<file path="src/rtl/dres_defs.vh">
// Register offsets, field positions, reset values and timing for the
// dual rail enable and status block.
// Assumes inclusion by bare name from the design files only.
//
// Behaviour
// - Status bit 3 mirrors block gate drive
// - Status bit 4 low when pass gate high
// - Status bit 5 low when reverse block on
// - Status bit 7 low when low gate on
// - Startup holds both rails off
// - Power-on reset loads register defaults
// - Low enable pin floating counts as high
// - Each rail needs its software enable bit
// - Bleed-down holds rail off until output above bleed level
// - Cross link drops high rail on low loss
// - Cross link disable bit keeps high rail
// - Low rail enable condition conjunction
// - High rail enable condition conjunction
// - Twelve status bits over three registers
// - Register 7 power-good and timeout positions
// - Register 8 overcurrent positions
// - Register 8 fast trip positions
// - Register 7 latched until read
// - Register 8 latched until read
`ifndef DRES_DEFS_VH
`define DRES_DEFS_VH

// ----------------------------------------------------------------------
// Register offsets
// ----------------------------------------------------------------------
`define DRES_REG_LATCH_CHAN   8'h07
`define DRES_REG_LATCH_OC     8'h08
`define DRES_REG_LIVE_FET     8'h09

// ----------------------------------------------------------------------
// Field positions
// ----------------------------------------------------------------------
`define DRES_BIT_HI_PG        4
`define DRES_BIT_HI_FLT       5
`define DRES_BIT_LO_PG        6
`define DRES_BIT_LO_FLT       7
`define DRES_BIT_HI_OC        4
`define DRES_BIT_HI_FTR       5
`define DRES_BIT_LO_OC        6
`define DRES_BIT_LO_FTR       7
`define DRES_BIT_HI_BLOCK     3
`define DRES_BIT_HI_PASS      4
`define DRES_BIT_LO_REVERSE   5
`define DRES_BIT_LO_GATE      7

// ----------------------------------------------------------------------
// Reset values and timing
// ----------------------------------------------------------------------
`define DRES_LATCH_RESET      4'h0
`define DRES_READ_DATA_RESET  8'h00
`define DRES_STARTUP_CYCLES   3'h4

`endif

</file>
<file path="src/rtl/dres_top.v">
// Enable gating and status registers for a high (12 V) and a low
// (3.3 V) hot-swap rail.
// Assumes analog comparators arrive as clean levels on sys_clk and that a
// serial bus front end supplies byte reads at documented offsets.
`timescale 1ns/1ps
module dres_top (
   input  wire       sys_clk,
   input  wire       sys_rst,
   input  wire       hiRailEnablePin,
   input  wire       loRailEnablePin,
   input  wire       hiRailEnableBit,
   input  wire       loRailEnableBit,
   input  wire       hiRailBleedDownBit,
   input  wire       loRailBleedDownBit,
   input  wire       crossLinkDisable,
   input  wire       hiRailOutputAboveBleed,
   input  wire       loRailOutputAboveBleed,
   input  wire       loRailPowerGood,
   input  wire       hiRailPassAboveStart,
   input  wire       loRailReverseOn,
   input  wire       loRailGateAboveSource,
   input  wire       hiPowerGoodEvent,
   input  wire       hiTimeoutEvent,
   input  wire       loPowerGoodEvent,
   input  wire       loTimeoutEvent,
   input  wire       hiOvercurrentEvent,
   input  wire       hiFastTripEvent,
   input  wire       loOvercurrentEvent,
   input  wire       loFastTripEvent,
   input  wire       regRead,
   input  wire [7:0] regAddr,
   output reg  [7:0] regReadData,
   output wire       hiRailBlockGate,
   output wire       hiRailPassGate,
   output wire       loRailOn
);
`include "dres_defs.vh"

   // ----------------------------------------------------------------------
   // Startup hold
   // ----------------------------------------------------------------------
   reg  [2:0] startCnt_q;
   reg        started_q;

   // Power-on reset stands in for the internal rail crossing its threshold
   always @(posedge sys_clk) begin
      if (sys_rst) begin
         startCnt_q <= 3'h0;
         started_q  <= 1'b0;
      end else if (!started_q) begin
         startCnt_q <= startCnt_q + 3'h1;
         if (startCnt_q == (`DRES_STARTUP_CYCLES - 3'h1)) begin
            started_q <= 1'b1;
         end
      end
   end

   // ----------------------------------------------------------------------
   // Enable conditions
   // ----------------------------------------------------------------------
   // Pin is assumed to read high when floating, via the pad pull-up
   wire loEnable = started_q & loRailEnablePin
                   & loRailEnableBit
                   & (loRailOutputAboveBleed
                      | ~loRailBleedDownBit);
   wire hiEnable = started_q & hiRailEnablePin
                   & hiRailEnableBit
                   & (hiRailOutputAboveBleed
                      | ~hiRailBleedDownBit)
                   & (loRailPowerGood
                      | crossLinkDisable);

   reg hiOn_q;
   reg loOn_q;
   always @(posedge sys_clk) begin
      if (sys_rst) begin
         hiOn_q <= 1'b0;
         loOn_q <= 1'b0;
      end else begin
         hiOn_q <= hiEnable;
         loOn_q <= loEnable;
      end
   end

   assign hiRailBlockGate = hiOn_q;
   assign hiRailPassGate  = hiOn_q;
   assign loRailOn        = loOn_q;

   // ----------------------------------------------------------------------
   // Latched status
   // ----------------------------------------------------------------------
   wire readChan = regRead & (regAddr == `DRES_REG_LATCH_CHAN);
   wire readOc   = regRead & (regAddr == `DRES_REG_LATCH_OC);
   wire [3:0] chanLatched;
   wire [3:0] ocLatched;

   dres_status_latch #(.WIDTH(4)) uChan (
      .sys_clk   (sys_clk),
      .sys_rst   (sys_rst),
      .eventIn   ({loTimeoutEvent, loPowerGoodEvent,
                   hiTimeoutEvent, hiPowerGoodEvent}),
      .readClear (readChan),
      .latched   (chanLatched)
   );

   dres_status_latch #(.WIDTH(4)) uOc (
      .sys_clk   (sys_clk),
      .sys_rst   (sys_rst),
      .eventIn   ({loFastTripEvent, loOvercurrentEvent,
                   hiFastTripEvent, hiOvercurrentEvent}),
      .readClear (readOc),
      .latched   (ocLatched)
   );

   // ----------------------------------------------------------------------
   // Read mux
   // ----------------------------------------------------------------------
   reg [7:0] rdMux;
   always @* begin
      rdMux = 8'h00;
      if (regAddr == `DRES_REG_LATCH_CHAN) begin
         rdMux[`DRES_BIT_HI_PG]  = chanLatched[0];
         rdMux[`DRES_BIT_HI_FLT] = chanLatched[1];
         rdMux[`DRES_BIT_LO_PG]  = chanLatched[2];
         rdMux[`DRES_BIT_LO_FLT] = chanLatched[3];
      end else if (regAddr == `DRES_REG_LATCH_OC) begin
         rdMux[`DRES_BIT_HI_OC]  = ocLatched[0];
         rdMux[`DRES_BIT_HI_FTR] = ocLatched[1];
         rdMux[`DRES_BIT_LO_OC]  = ocLatched[2];
         rdMux[`DRES_BIT_LO_FTR] = ocLatched[3];
      end else if (regAddr == `DRES_REG_LIVE_FET) begin
         rdMux[`DRES_BIT_HI_BLOCK]   = hiOn_q;
         rdMux[`DRES_BIT_HI_PASS]    = ~hiRailPassAboveStart;
         rdMux[`DRES_BIT_LO_REVERSE] = ~loRailReverseOn;
         rdMux[`DRES_BIT_LO_GATE]    = ~loRailGateAboveSource;
      end
   end

   always @(posedge sys_clk) begin
      if (sys_rst) begin
         regReadData <= `DRES_READ_DATA_RESET;
      end else if (regRead) begin
         regReadData <= rdMux;
      end
   end
endmodule

</file>
<file path="src/rtl/dres_status_latch.v">
// Four sticky status bits cleared by a read strobe.
// Assumes events and the read strobe are synchronous to sys_clk.
`timescale 1ns/1ps
module dres_status_latch #(
   parameter WIDTH = 4
) (
   input  wire             sys_clk,
   input  wire             sys_rst,
   input  wire [WIDTH-1:0] eventIn,
   input  wire             readClear,
   output wire [WIDTH-1:0] latched
);
`include "dres_defs.vh"

   reg [WIDTH-1:0] latch_q;
   reg [WIDTH-1:0] latch_d;

   // A new event in the clearing cycle survives the clear
   always @* begin
      latch_d = readClear ? eventIn : (latch_q | eventIn);
   end

   always @(posedge sys_clk) begin
      if (sys_rst) begin
         latch_q <= {WIDTH{1'b0}};
      end else begin
         latch_q <= latch_d;
      end
   end

   assign latched = latch_q;
endmodule

</file>
<file path="config.mk">
export PLATFORM = sky130hd
export DESIGN_NAME = dres_top
export DESIGN_NICKNAME = d
export VERILOG_FILES = /design/src/rtl/dres_top.v /design/src/rtl/dres_status_latch.v
export VERILOG_INCLUDE_DIRS = /design/src /design/src/rtl
export SDC_FILE = /design/constraint.sdc
export NUM_CORES = 1
export LEC_CHECK = 0
export BUFFER_PORTS_ARGS = -buffer_cell sky130_fd_sc_hd__buf_2
export CAP_MARGIN = 20
export CELL_PAD_IN_SITES_DETAIL_PLACEMENT = 0
export CELL_PAD_IN_SITES_GLOBAL_PLACEMENT = 1
export CORE_AREA = 3 3 46 69
export CTS_CLUSTER_DIAMETER = 100
export DETAILED_ROUTE_END_ITERATION = 7
export DIE_AREA = 0 0 49 72
export PLACE_DENSITY_LB_ADDON = 0.1
export SLEW_MARGIN = 20
export SYNTH_ARGS = -nofsm -noshare
export SYNTH_HDL_FRONTEND = slang
export SYNTH_HIERARCHICAL = 1
export SYNTH_SLANG_ARGS = --single-unit
</file>
<file path="constraint.sdc">
create_clock -name sys_clk -period 2.7 [get_ports sys_clk]
set_clock_uncertainty 0.05 [all_clocks]
set_input_delay 0.54 -clock sys_clk [delete_from_list [all_inputs] [get_ports sys_clk]]
set_output_delay 0.54 -clock sys_clk [all_outputs]
set_load 0.005 [all_outputs]
</file>
==> results of run 1 <==
-- cell type report --
type                       instances  area [µm²]  area share (%)
clock buffer                       4        45.0            3.91
inverter                          14        52.6            4.56
sequential                        19         380            33.0
timing repair buffer              39         195            16.9
multi-input combinational         67         433            37.6
tap                               37        46.3            4.02
-- cell usage in the layout, fill, tap and decap left out, drive strengths merged, types with 2 or more instances in the layout --
cell type,Yosys,layout
nand4b,2,2
nand2b,8,8
ha,2,2
nor2,14,14
a31oi,2,2
inv,14,14
a21oi,13,13
buf,4,39
conb,1,3
o21a,3,3
dfxtp,19,19
nand2,5,5
o41ai,3,3
clkbuf,2,4
-- metal layers --
metal  part of all wire, %  wire length (µm)  global-route usage (%)  up-vias
li1                      -                 -                       -      417
met4                   4.0                85                    9.18        0
met5                     0                 0                       0        -
met3                   6.3               132                    2.26        6
met1                    36               767                    13.8      354
met2                    53              1120                    21.6       34
-- power breakdown --
| group | leakage, µW | total (µW) | internal, µW | switching [µW] |
|---|---|---|---|---|
| Sequential | 0.000156 | 314 | 300 | 13.6 |
| Combinational | 0.000409 | 82.7 | 41.8 | 40.9 |
| Clock | 0.0000228 | 195 | 105 | 90.7 |
-- logic make-up after synthesis --
family          synth area share (%)
compound gates                  19.1
flops                           42.5
mux                             1.12
other cells                    0.419
simple gates                    23.0
xor+xnor                       0.978
fa+ha+maj                       2.79
buf+inv                         10.1
-- critical path, delay by kind of cell --
kind,cells,cell delay (ns)
AO/OA/AOI/OAI,1,0.39
buffers and inverters,1,0.10
AND/OR/NAND/NOR,2,0.62
-- flip-flops by register name, indices dropped and copies added, names as in the netlist --
name / cells
hiRailBlockGate: 1
started_q: 1
regReadData: 5
loRailOn: 1
startCnt_q: 3
uOc/latched: 4
uChan/latched: 4
-- synth_stat cells --
cell type and n:
or3_4 1, mux2i_1 1, o21a_1 3, and4b_2 1, ha_1 2, and3_1 1, nor3b_2 1, clkbuf_1 2
nor2_1 14, a32oi_1 1, and2_1 1, nor4_2 1, nand3b_1 1, xor2_1 1, nand2b_1 8, o41ai_2 3
a21oi_1 13, dfxtp_1 19, nand2_1 5, conb_1 1, nand4b_1 2, o31ai_1 1, a31oi_1 2, o22ai_1 1
inv_1 14, buf_4 4
-- metrics by stage --
step                cell area [µm²]  setup WS [ns]  utilization [%]  hold slack (ns)
finish                         1150           1.15             43.1            0.401
global route                   1150           1.07             43.1            0.410
global placement               1110          0.920             41.4            0.393
CTS                            1150           1.17             43.1            0.401
floorplan                       903           1.17                -            0.394
detailed placement             1110          0.910             41.4            0.388
-- worst paths after layout --
check                        end      startpoint  slack (ns)  depth (start not counted)
setup / recovery  regReadData[5]      regAddr[5]        1.15                          4
hold / removal    regReadData[6]  regReadData[6]        0.40                          2
setup reg to reg   startCnt_q[2]   startCnt_q[0]        1.54                          5
hold reg to reg   regReadData[6]  regReadData[6]        0.40                          2
==> summary.txt, run 1 <==
GRT
  • Vias in the first global route: 813
  • Initial antenna violation count: 0
  • Congestion Overflow GR: 0
  • Total Routing Usage GR: 12.6%
  • First-pass GRT wire length: 3420 µm
  • Maximum number of pins on one net before global-route repair: 18

Die
  • Starting Density: 33.5%
  • Row cnt: 23
  • Die width: 49 µm
  • Ports: 43
  • Die H: 72 µm
  • Core ar.: 2680 µm²
  • Total die area: 3530 µm²

Synthesis
  • Synthesized area per cell: 8.61 µm²
  • Seq/Total Area, Yosys: 42.5%
  • Synth unique cells: 26
  • Synth Warn #: 6
  • Cells after Synth: 104
  • #FFs+latches synth: 19
  • Mapped Area: 896 µm²
  • Synth top area share: 42.5%
  • Synth area leaders: dfxtp_1 (42%), a21oi_1 (7.3%), inv_1 (5.9%), nor2_1 (5.9%), nand2b_1 (5.6%)
  • Area leader, netlist: dfxtp_1

Clock network
  • Setup Fix Bufs, Post-CTS: 0
  • CTS tree: done
  • CTS Hold Bufs: 0
  • Root buffer cell: clkbuf_8
  • H-tree lvl count: 1
  • Maximum clock path buffer count: 2
  • PostCTS Resize Cnt: 0
  • CTS Sinks: 19
  • Clock-pin slew on the worst setup and hold paths: 0.07 ns
  • Clk_lat worst skew: 0.25 ns
  • Total CTS buffers: 3

Route
  • Number of vias per cell: 4.51
  • First-pass detailed-route iteration total: 4
  • Initial DRC count: 23
  • DRC Markers: 0
  • ANT nets after route: 0
  • Routed wire per std cell: 11.7 µm
  • Vias: 811
  • Final WL: 2110 µm

Final layout
  • Area Growth Syn to Fin: 28.6%
  • Fillers: 278
  • N_diodes: 0
  • Final non-filler cell total: 180
  • Layout cells sized above 1: 34.3%
  • Nets: 178

STA
  • Fin crit share: 57.4%
  • Final Max Tran Viols: 0
  • Tmin final: 1.55 ns
  • RSZ-0062 raised after global routing: false
  • Hold Violations, Final: 0
  • # setup viols final: 0
  • F_max: 0.645 GHz
  • Setup TNS: 0 ns

Pwr
  • Pwr/cell area: 513 nW/µm²
  • Total power: 592 µW
  • VDD IR-drop max: 0.343 mV
  • Lkg Pwr: 0.000588 µW

Place
  • Routability Congestion: 0.786
  • DP Cell Count: 176
  • IO Port Bufs: 39
  • Hpwl dp: 1750 µm

Min path
  • Hold Crit Class: register to register

Setup path
  • Crit. End Element: register
  • CP startpoint kind: input port
  • CP peak stage delay: 0.39 ns
  • Required @ worst endpoint: 2.80 ns
  • Crit Path Category: input port to register
  • Crit Path Max Fanout: 4
  • CP max-delay cell: o41ai_2
  • Crit path DAT: 1.65 ns
  • Critical-path cell list: buf_2 -> nor4_2 -> nand3b_1 -> o41ai_2

Run
  • Max-Cap Viols: 0

Run status
  • Status: completed
Note: power is estimated with default switching activity, not from simulation.
==> run 2, diff against run 1 <==
CORE_AREA = 3 3 51 76   (was 3 3 46 69)
DIE_AREA = 0 0 54 79   (was 0 0 49 72)
clock period = 1.32 ns   (was 2.7 ns; I/O delays follow)
==> run 2 against run 1 <==
Compared with the run above:
- global-route usage decreased by 0.84 points
- clock-buffer cell count down 1
- via count up 4.4%
- combinational power up 130%
- worst setup slack lost 0.99 ns
- largest cell class unchanged
- highest routed layer unchanged
- sequential share of layout area down 2.4 points
- core utilization fell by 4.5 points
- register-to-register slack got worse by 1.4 ns
- die area increased by 21%
- total power rose by 110%
- sequential cell count stayed put
==> summary.txt, run 2 (synthesis results as in run 1) <==
Run status
  • Status: completed

Pwr
  • Comb power frac: 14.9%
  • Sequential power share: 51.2%
  • Sw Ratio: 26.1%
  • Internal power: 927 µW
  • Lkg Pwr: 0.000636 µW
  • Clk pwr share: 33.8%
  • Net Sw Power: 327 µW
  • Pwr/cell area: 1010 nW/µm²
  • VDD IR-drop max: 0.630 mV

Die
  • Row cnt: 25
  • Total die area: 4270 µm²
  • Ports: 43
  • Die H: 79 µm
  • Die width: 54 µm
  • Starting Density: 27.8%
  • Core ar.: 3220 µm²

STA
  • # setup viols final: 0
  • Final setup margin: 0.160 ns
  • Final Max Tran Viols: 0
  • Hold slack: 0.119 ns
  • Tmin final: 1.16 ns
  • F_max: 0.862 GHz
  • RSZ-0062 raised after global routing: false
  • Fin crit share: 87.9%
  • Hold Violations, Final: 0

Final layout
  • Nets: 188
  • N_diodes: 0
  • Area taken by multi-input logic gates: 442 µm²
  • Largest register FFs: 5
  • Biggest register: regReadData
  • Layout cells sized above 1: 39.2%
  • Final core occ: 38.6%
  • Area Growth Syn to Fin: 38.8%
  • Most common cell after layout, fill and taps aside: buf_2
  • Register area: 380 µm²
  • Fillers: 359
  • Most frequent cells in the layout: buf_2 (39), dfxtp_1 (19), inv_1 (14), nor2_1 (14), a21oi_1 (13)

Route
  • Final WL: 2270 µm
  • Vias: 847
  • Initial DRC count: 7
  • DRC Markers: 0
  • First-pass detailed-route iteration total: 4
  • Number of vias per cell: 4.39
  • ANT nets after route: 0
  • Routed wire per std cell: 11.8 µm

Setup path
  • Crit Path Max Fanout: 5
  • Crit Path Category: input port to register
  • CP startpoint kind: input port
  • Crit. End Element: register
  • Required @ worst endpoint: 1.47 ns
  • R2R Path End: startCnt_q[2]
  • Crit path DAT: 1.31 ns
  • R2r startpoint: startCnt_q[0]
  • Crit path from: regAddr[3]
  • Reg2Reg Depth: 5
  • Reg2Reg Setup Slack: 0.17 ns

Clock network
  • H-tree lvl count: 1
  • CTS Sinks: 19
  • Total CTS buffers: 3
  • Root buffer cell: clkbuf_8
  • CTS tree: done
  • CTS Hold Bufs: 0
  • Clock-pin slew on the worst setup and hold paths: 0.08 ns
  • Clk_lat worst skew: 0.26 ns
  • Maximum clock path buffer count: 2

GRT
  • First-pass GRT wire length: 3690 µm
  • Vias in the first global route: 848
  • Total Routing Usage GR: 11.7%
  • Initial antenna violation count: 0
  • Maximum number of pins on one net before global-route repair: 13
  • Congestion Overflow GR: 0

Place
  • Hpwl dp: 1890 µm
  • Routability Congestion: 0.759
  • IO Port Bufs: 39
  • Place WS: -0.221 ns

Min path
  • Hold Path End: loRailOn
  • Worst Hold Launch: loRailBleedDownBit
  • Hold Path Stages: 2
  • Hold Crit Class: input port to register

Run
  • Max-Cap Viols: 0
[run 2: cell types whose count changed in the layout (fill, tap and decap cells not counted), sizes merged]
cell	change
clkbuf	-1
clkinvlp	+1
buf	+10
[run 2: metal layers]
layer / vias to the layer above / part of all wire (%) / global-route usage (%)
li1: 441 / - / -
met1: 373 / 39 / 13.1
met2: 26 / 53 / 20.3
met3: 7 / 4.7 / 1.13
met4: 0 / 3.4 / 7.23
met5: - / 0 / 0
[run 2: critical path, cell delays in order]
cell	delay, ns
buf_2	0.11
nor3b_2	0.15
buf_4	0.14
and3_1	0.18
and2_1	0.18
nand2b_1	0.14
a21oi_1	0.14
[run 2: per-stage QoR]
stage	std cells	cell area (µm²)	total power [µW]	setup TNS (ns)
finish	193	1240	1250	0
global placement	188	1180	837	-1.71
floorplan	106	903	753	0
CTS	192	1230	1270	0
global route	193	1240	1340	0
detailed placement	188	1180	841	-1.82
[run 2: final cells by class]
| class | count | area share (%) |
|---|---|---|
| clock buffers | 3 | 3.32 |
| clock inverters | 1 | 0.604 |
| inverters | 14 | 4.23 |
| multi-input cells | 67 | 35.5 |
| flip-flops and latches | 19 | 30.6 |
| well taps | 40 | 4.02 |
| repair buffers | 49 | 21.7 |
[run 2: what timing repair did]
item                                    4_1_cts  5_1_grt
resized for setup                             0        1
setup buffers                                 0        1
endpoints found under the setup margin        0        2
[run 2: how the worst max path moves through the flow]
stage	depth (start not counted)	end	slack, ns
after global routing	5	startCnt_q[2]	0.07
after global placement	4	regReadData[5]	-0.20
final	7	uOc/latched[3]	0.16
after floorplan	3	regReadData[4]	0.07
after detailed placement	4	regReadData[4]	-0.22
after CTS	4	regReadData[4]	0.05
[run 2: power groups by stage]
stage          logic [µW]  clock network (µW)  registers (µW)
2_1_floorplan         110                   0             642
3_3_place_gp          183                   0             654
3_5_place_dp          186                   0             656
4_1_cts               187                 443             642
5_1_grt               223                 474             647
6_report              187                 424             642
==> run 3, diff against run 2 <==
SLEW_MARGIN = default   (was 20)
clock period = 1.05 ns   (was 1.32 ns; I/O delays follow)
==> run 3 against run 2 <==
Compared with the run above:
- the flow now finishes with violations (negative setup slack)
- combinational power rose by 58%
- final area grew 7.3%
- clock-buffer cell count rose by 1
- via count grew 2.1%
- critical path depth down 2
- routed wire length increased by 3.6%
- register-to-register slack got worse by 0.21 ns
- sequential power increased by 29%
- critical path type unchanged
- largest cell class unchanged
- largest power group unchanged
==> summary.txt, run 3 (synthesis results as in run 1) <==
Pwr
  • Pwr/cell area: 1220 nW/µm²
  • Total power: 1630 µW
  • Lkg Pwr: 0.000648 µW
  • VDD IR-drop max: 0.594 mV

Setup path
  • Critical path buffer and inverter count: 2
  • Crit Path Category: input port to register
  • Critical-path cell list: buf_6 -> inv_2 -> or3_4 -> o21a_1 -> o41ai_2
  • Reg2Reg Depth: 5
  • Levels on crit path: 5
  • Crit. End Element: register
  • CP startpoint kind: input port
  • R2R Path End: startCnt_q[2]
  • CP max-delay cell: or3_4
  • Required @ worst endpoint: 1.16 ns
  • Crit path DAT: 1.21 ns
  • CP peak stage delay: 0.39 ns
  • Crit Path Max Fanout: 3
  • CP delay by family, top: compound AO/OA/AOI/OAI gates
  • Crit path from: regAddr[3]
  • R2r startpoint: startCnt_q[1]
  • Setup crit end: regReadData[4]
  • Reg2Reg Setup Slack: -0.04 ns

Run status
  • Status: complete, but fails checks
  • Failing checks: negative setup slack

Place
  • Place WS: -0.383 ns
  • Routability Congestion: 0.823
  • Placed Instance Area: 1210 µm²
  • IO Port Bufs: 39
  • Hpwl dp: 1910 µm

Route
  • Number of vias per cell: 4.51
  • Vias: 865
  • DRC Markers: 0
  • Final WL: 2350 µm
  • Initial DRC count: 13
  • Routed wire per std cell: 12.2 µm
  • ANT nets after route: 0
  • First-pass detailed-route iteration total: 3

Final layout
  • Layout cells sized above 1: 48.7%
  • N_diodes: 0
  • Register area: 383 µm²
  • Most frequent cells in the layout: buf_2 (35), dfxtp_1 (17), inv_1 (13)
  • Final non-filler cell area: 1340 µm²
  • Nets: 187
  • Most common cell after layout, fill and taps aside: buf_2
  • Biggest register: regReadData
  • Area taken by multi-input logic gates: 517 µm²
  • Area Growth Syn to Fin: 49.0%
  • Largest register FFs: 5
  • Fillers: 375

Min path
  • Hold Crit Class: input port to register
  • Hold Path Stages: 2

GRT
  • Maximum number of pins on one net before global-route repair: 11
  • First-pass GRT wire length: 3730 µm
  • Initial antenna violation count: 0
  • Vias in the first global route: 886
  • Congestion Overflow GR: 0
  • Total Routing Usage GR: 11.9%

Clock network
  • Root buffer cell: clkbuf_8
  • CTS tree: done
  • Clock-pin slew on the worst setup and hold paths: 0.07 ns
  • Clk_lat worst skew: 0.25 ns
  • Maximum clock path buffer count: 2
  • Total CTS buffers: 3
  • CTS Sinks: 19
  • CTS Hold Bufs: 0
  • H-tree lvl count: 1

STA
  • F_max: 0.909 GHz
  • Setup TNS: -0.291 ns
  • Hold Violations, Final: 0
  • Final setup margin: -0.0502 ns
  • Hold slack: 0.0681 ns
  • RSZ-0062 raised after global routing: true
  • # setup viols final: 8
  • Tmin final: 1.10 ns
  • Fin crit share: 105%
  • Final Max Tran Viols: 0

Die
  • Starting Density: 27.8%
  • Row cnt: 25
  • Die H: 79 µm
  • Ports: 43
  • Die width: 54 µm
  • Total die area: 4270 µm²
  • Core ar.: 3220 µm²

Run
  • Max-Cap Viols: 0
==> run 3: cell types whose count changed in the layout (fill, tap and decap cells not counted), sizes merged <==
cell | before | now
clkinvlp | 1 | 0
clkbuf | 3 | 4
buf | 49 | 48
==> run 3: cell type report <==
type / instances / area share [%]
sequential: 19 / 28.7
inverter: 14 / 3.94
timing repair buffer: 48 / 21.6
clock buffer: 4 / 3.37
multi-input combinational: 67 / 38.7
tap: 40 / 3.75
==> run 3: what timing repair did <==
| action | 4_1_cts | 5_1_grt |
|---|---|---|
| setup endpoints to repair | 12 | 13 |
| pin swaps | 10 | 9 |
| gates resized for setup | 9 | 7 |
| cloned | 0 | 0 |
| setup buffers | 1 | 0 |
| endpoints found under the hold margin | 0 | 0 |
==> run 3: worst min path at each step <==
stage | startpoint | endpoint
global route | loRailBleedDownBit | loRailOn
detailed placement | loRailBleedDownBit | loRailOn
global placement | loRailBleedDownBit | loRailOn
CTS | loRailBleedDownBit | loRailOn
floorplan | sys_rst | uChan/latched[0]
finish | loRailBleedDownBit | loRailOn
==> run 3: per-layer routing <==
| layer | GRT usage (%) | part of all wire, % | vias up |
|---|---|---|---|
| li1 | - | - | 437 |
| met2 | 20.5 | 56 | 20 |
| met5 | 0 | 0 | - |
| met1 | 13.0 | 37 | 404 |
| met3 | 2.44 | 4.7 | 4 |
| met4 | 6.48 | 1.6 | 0 |
==> run 3: worst reg2reg max path, cell delays in order (launching register included) <==
cell	delay (ns)
dfxtp_2	0.34
ha_4	0.16
ha_4	0.25
nor2_2	0.03
a21oi_2	0.11
nor2_1	0.05
==> run 3: per-stage QoR <==
| stage | std cells | util (%) |
|---|---|---|
| 6_report | 192 | 41.4 |
| 5_1_grt | 192 | 41.4 |
| 4_1_cts | 192 | 40.4 |
| 3_5_place_dp | 187 | 37.6 |
| 3_3_place_gp | 187 | 37.6 |
| 2_1_floorplan | 106 | - |
==> run 3: power breakdown <==
part	total (µW)	switching (µW)	internal, µW
logic	295	128	167
clock network	506	236	270
registers	825	49.1	776
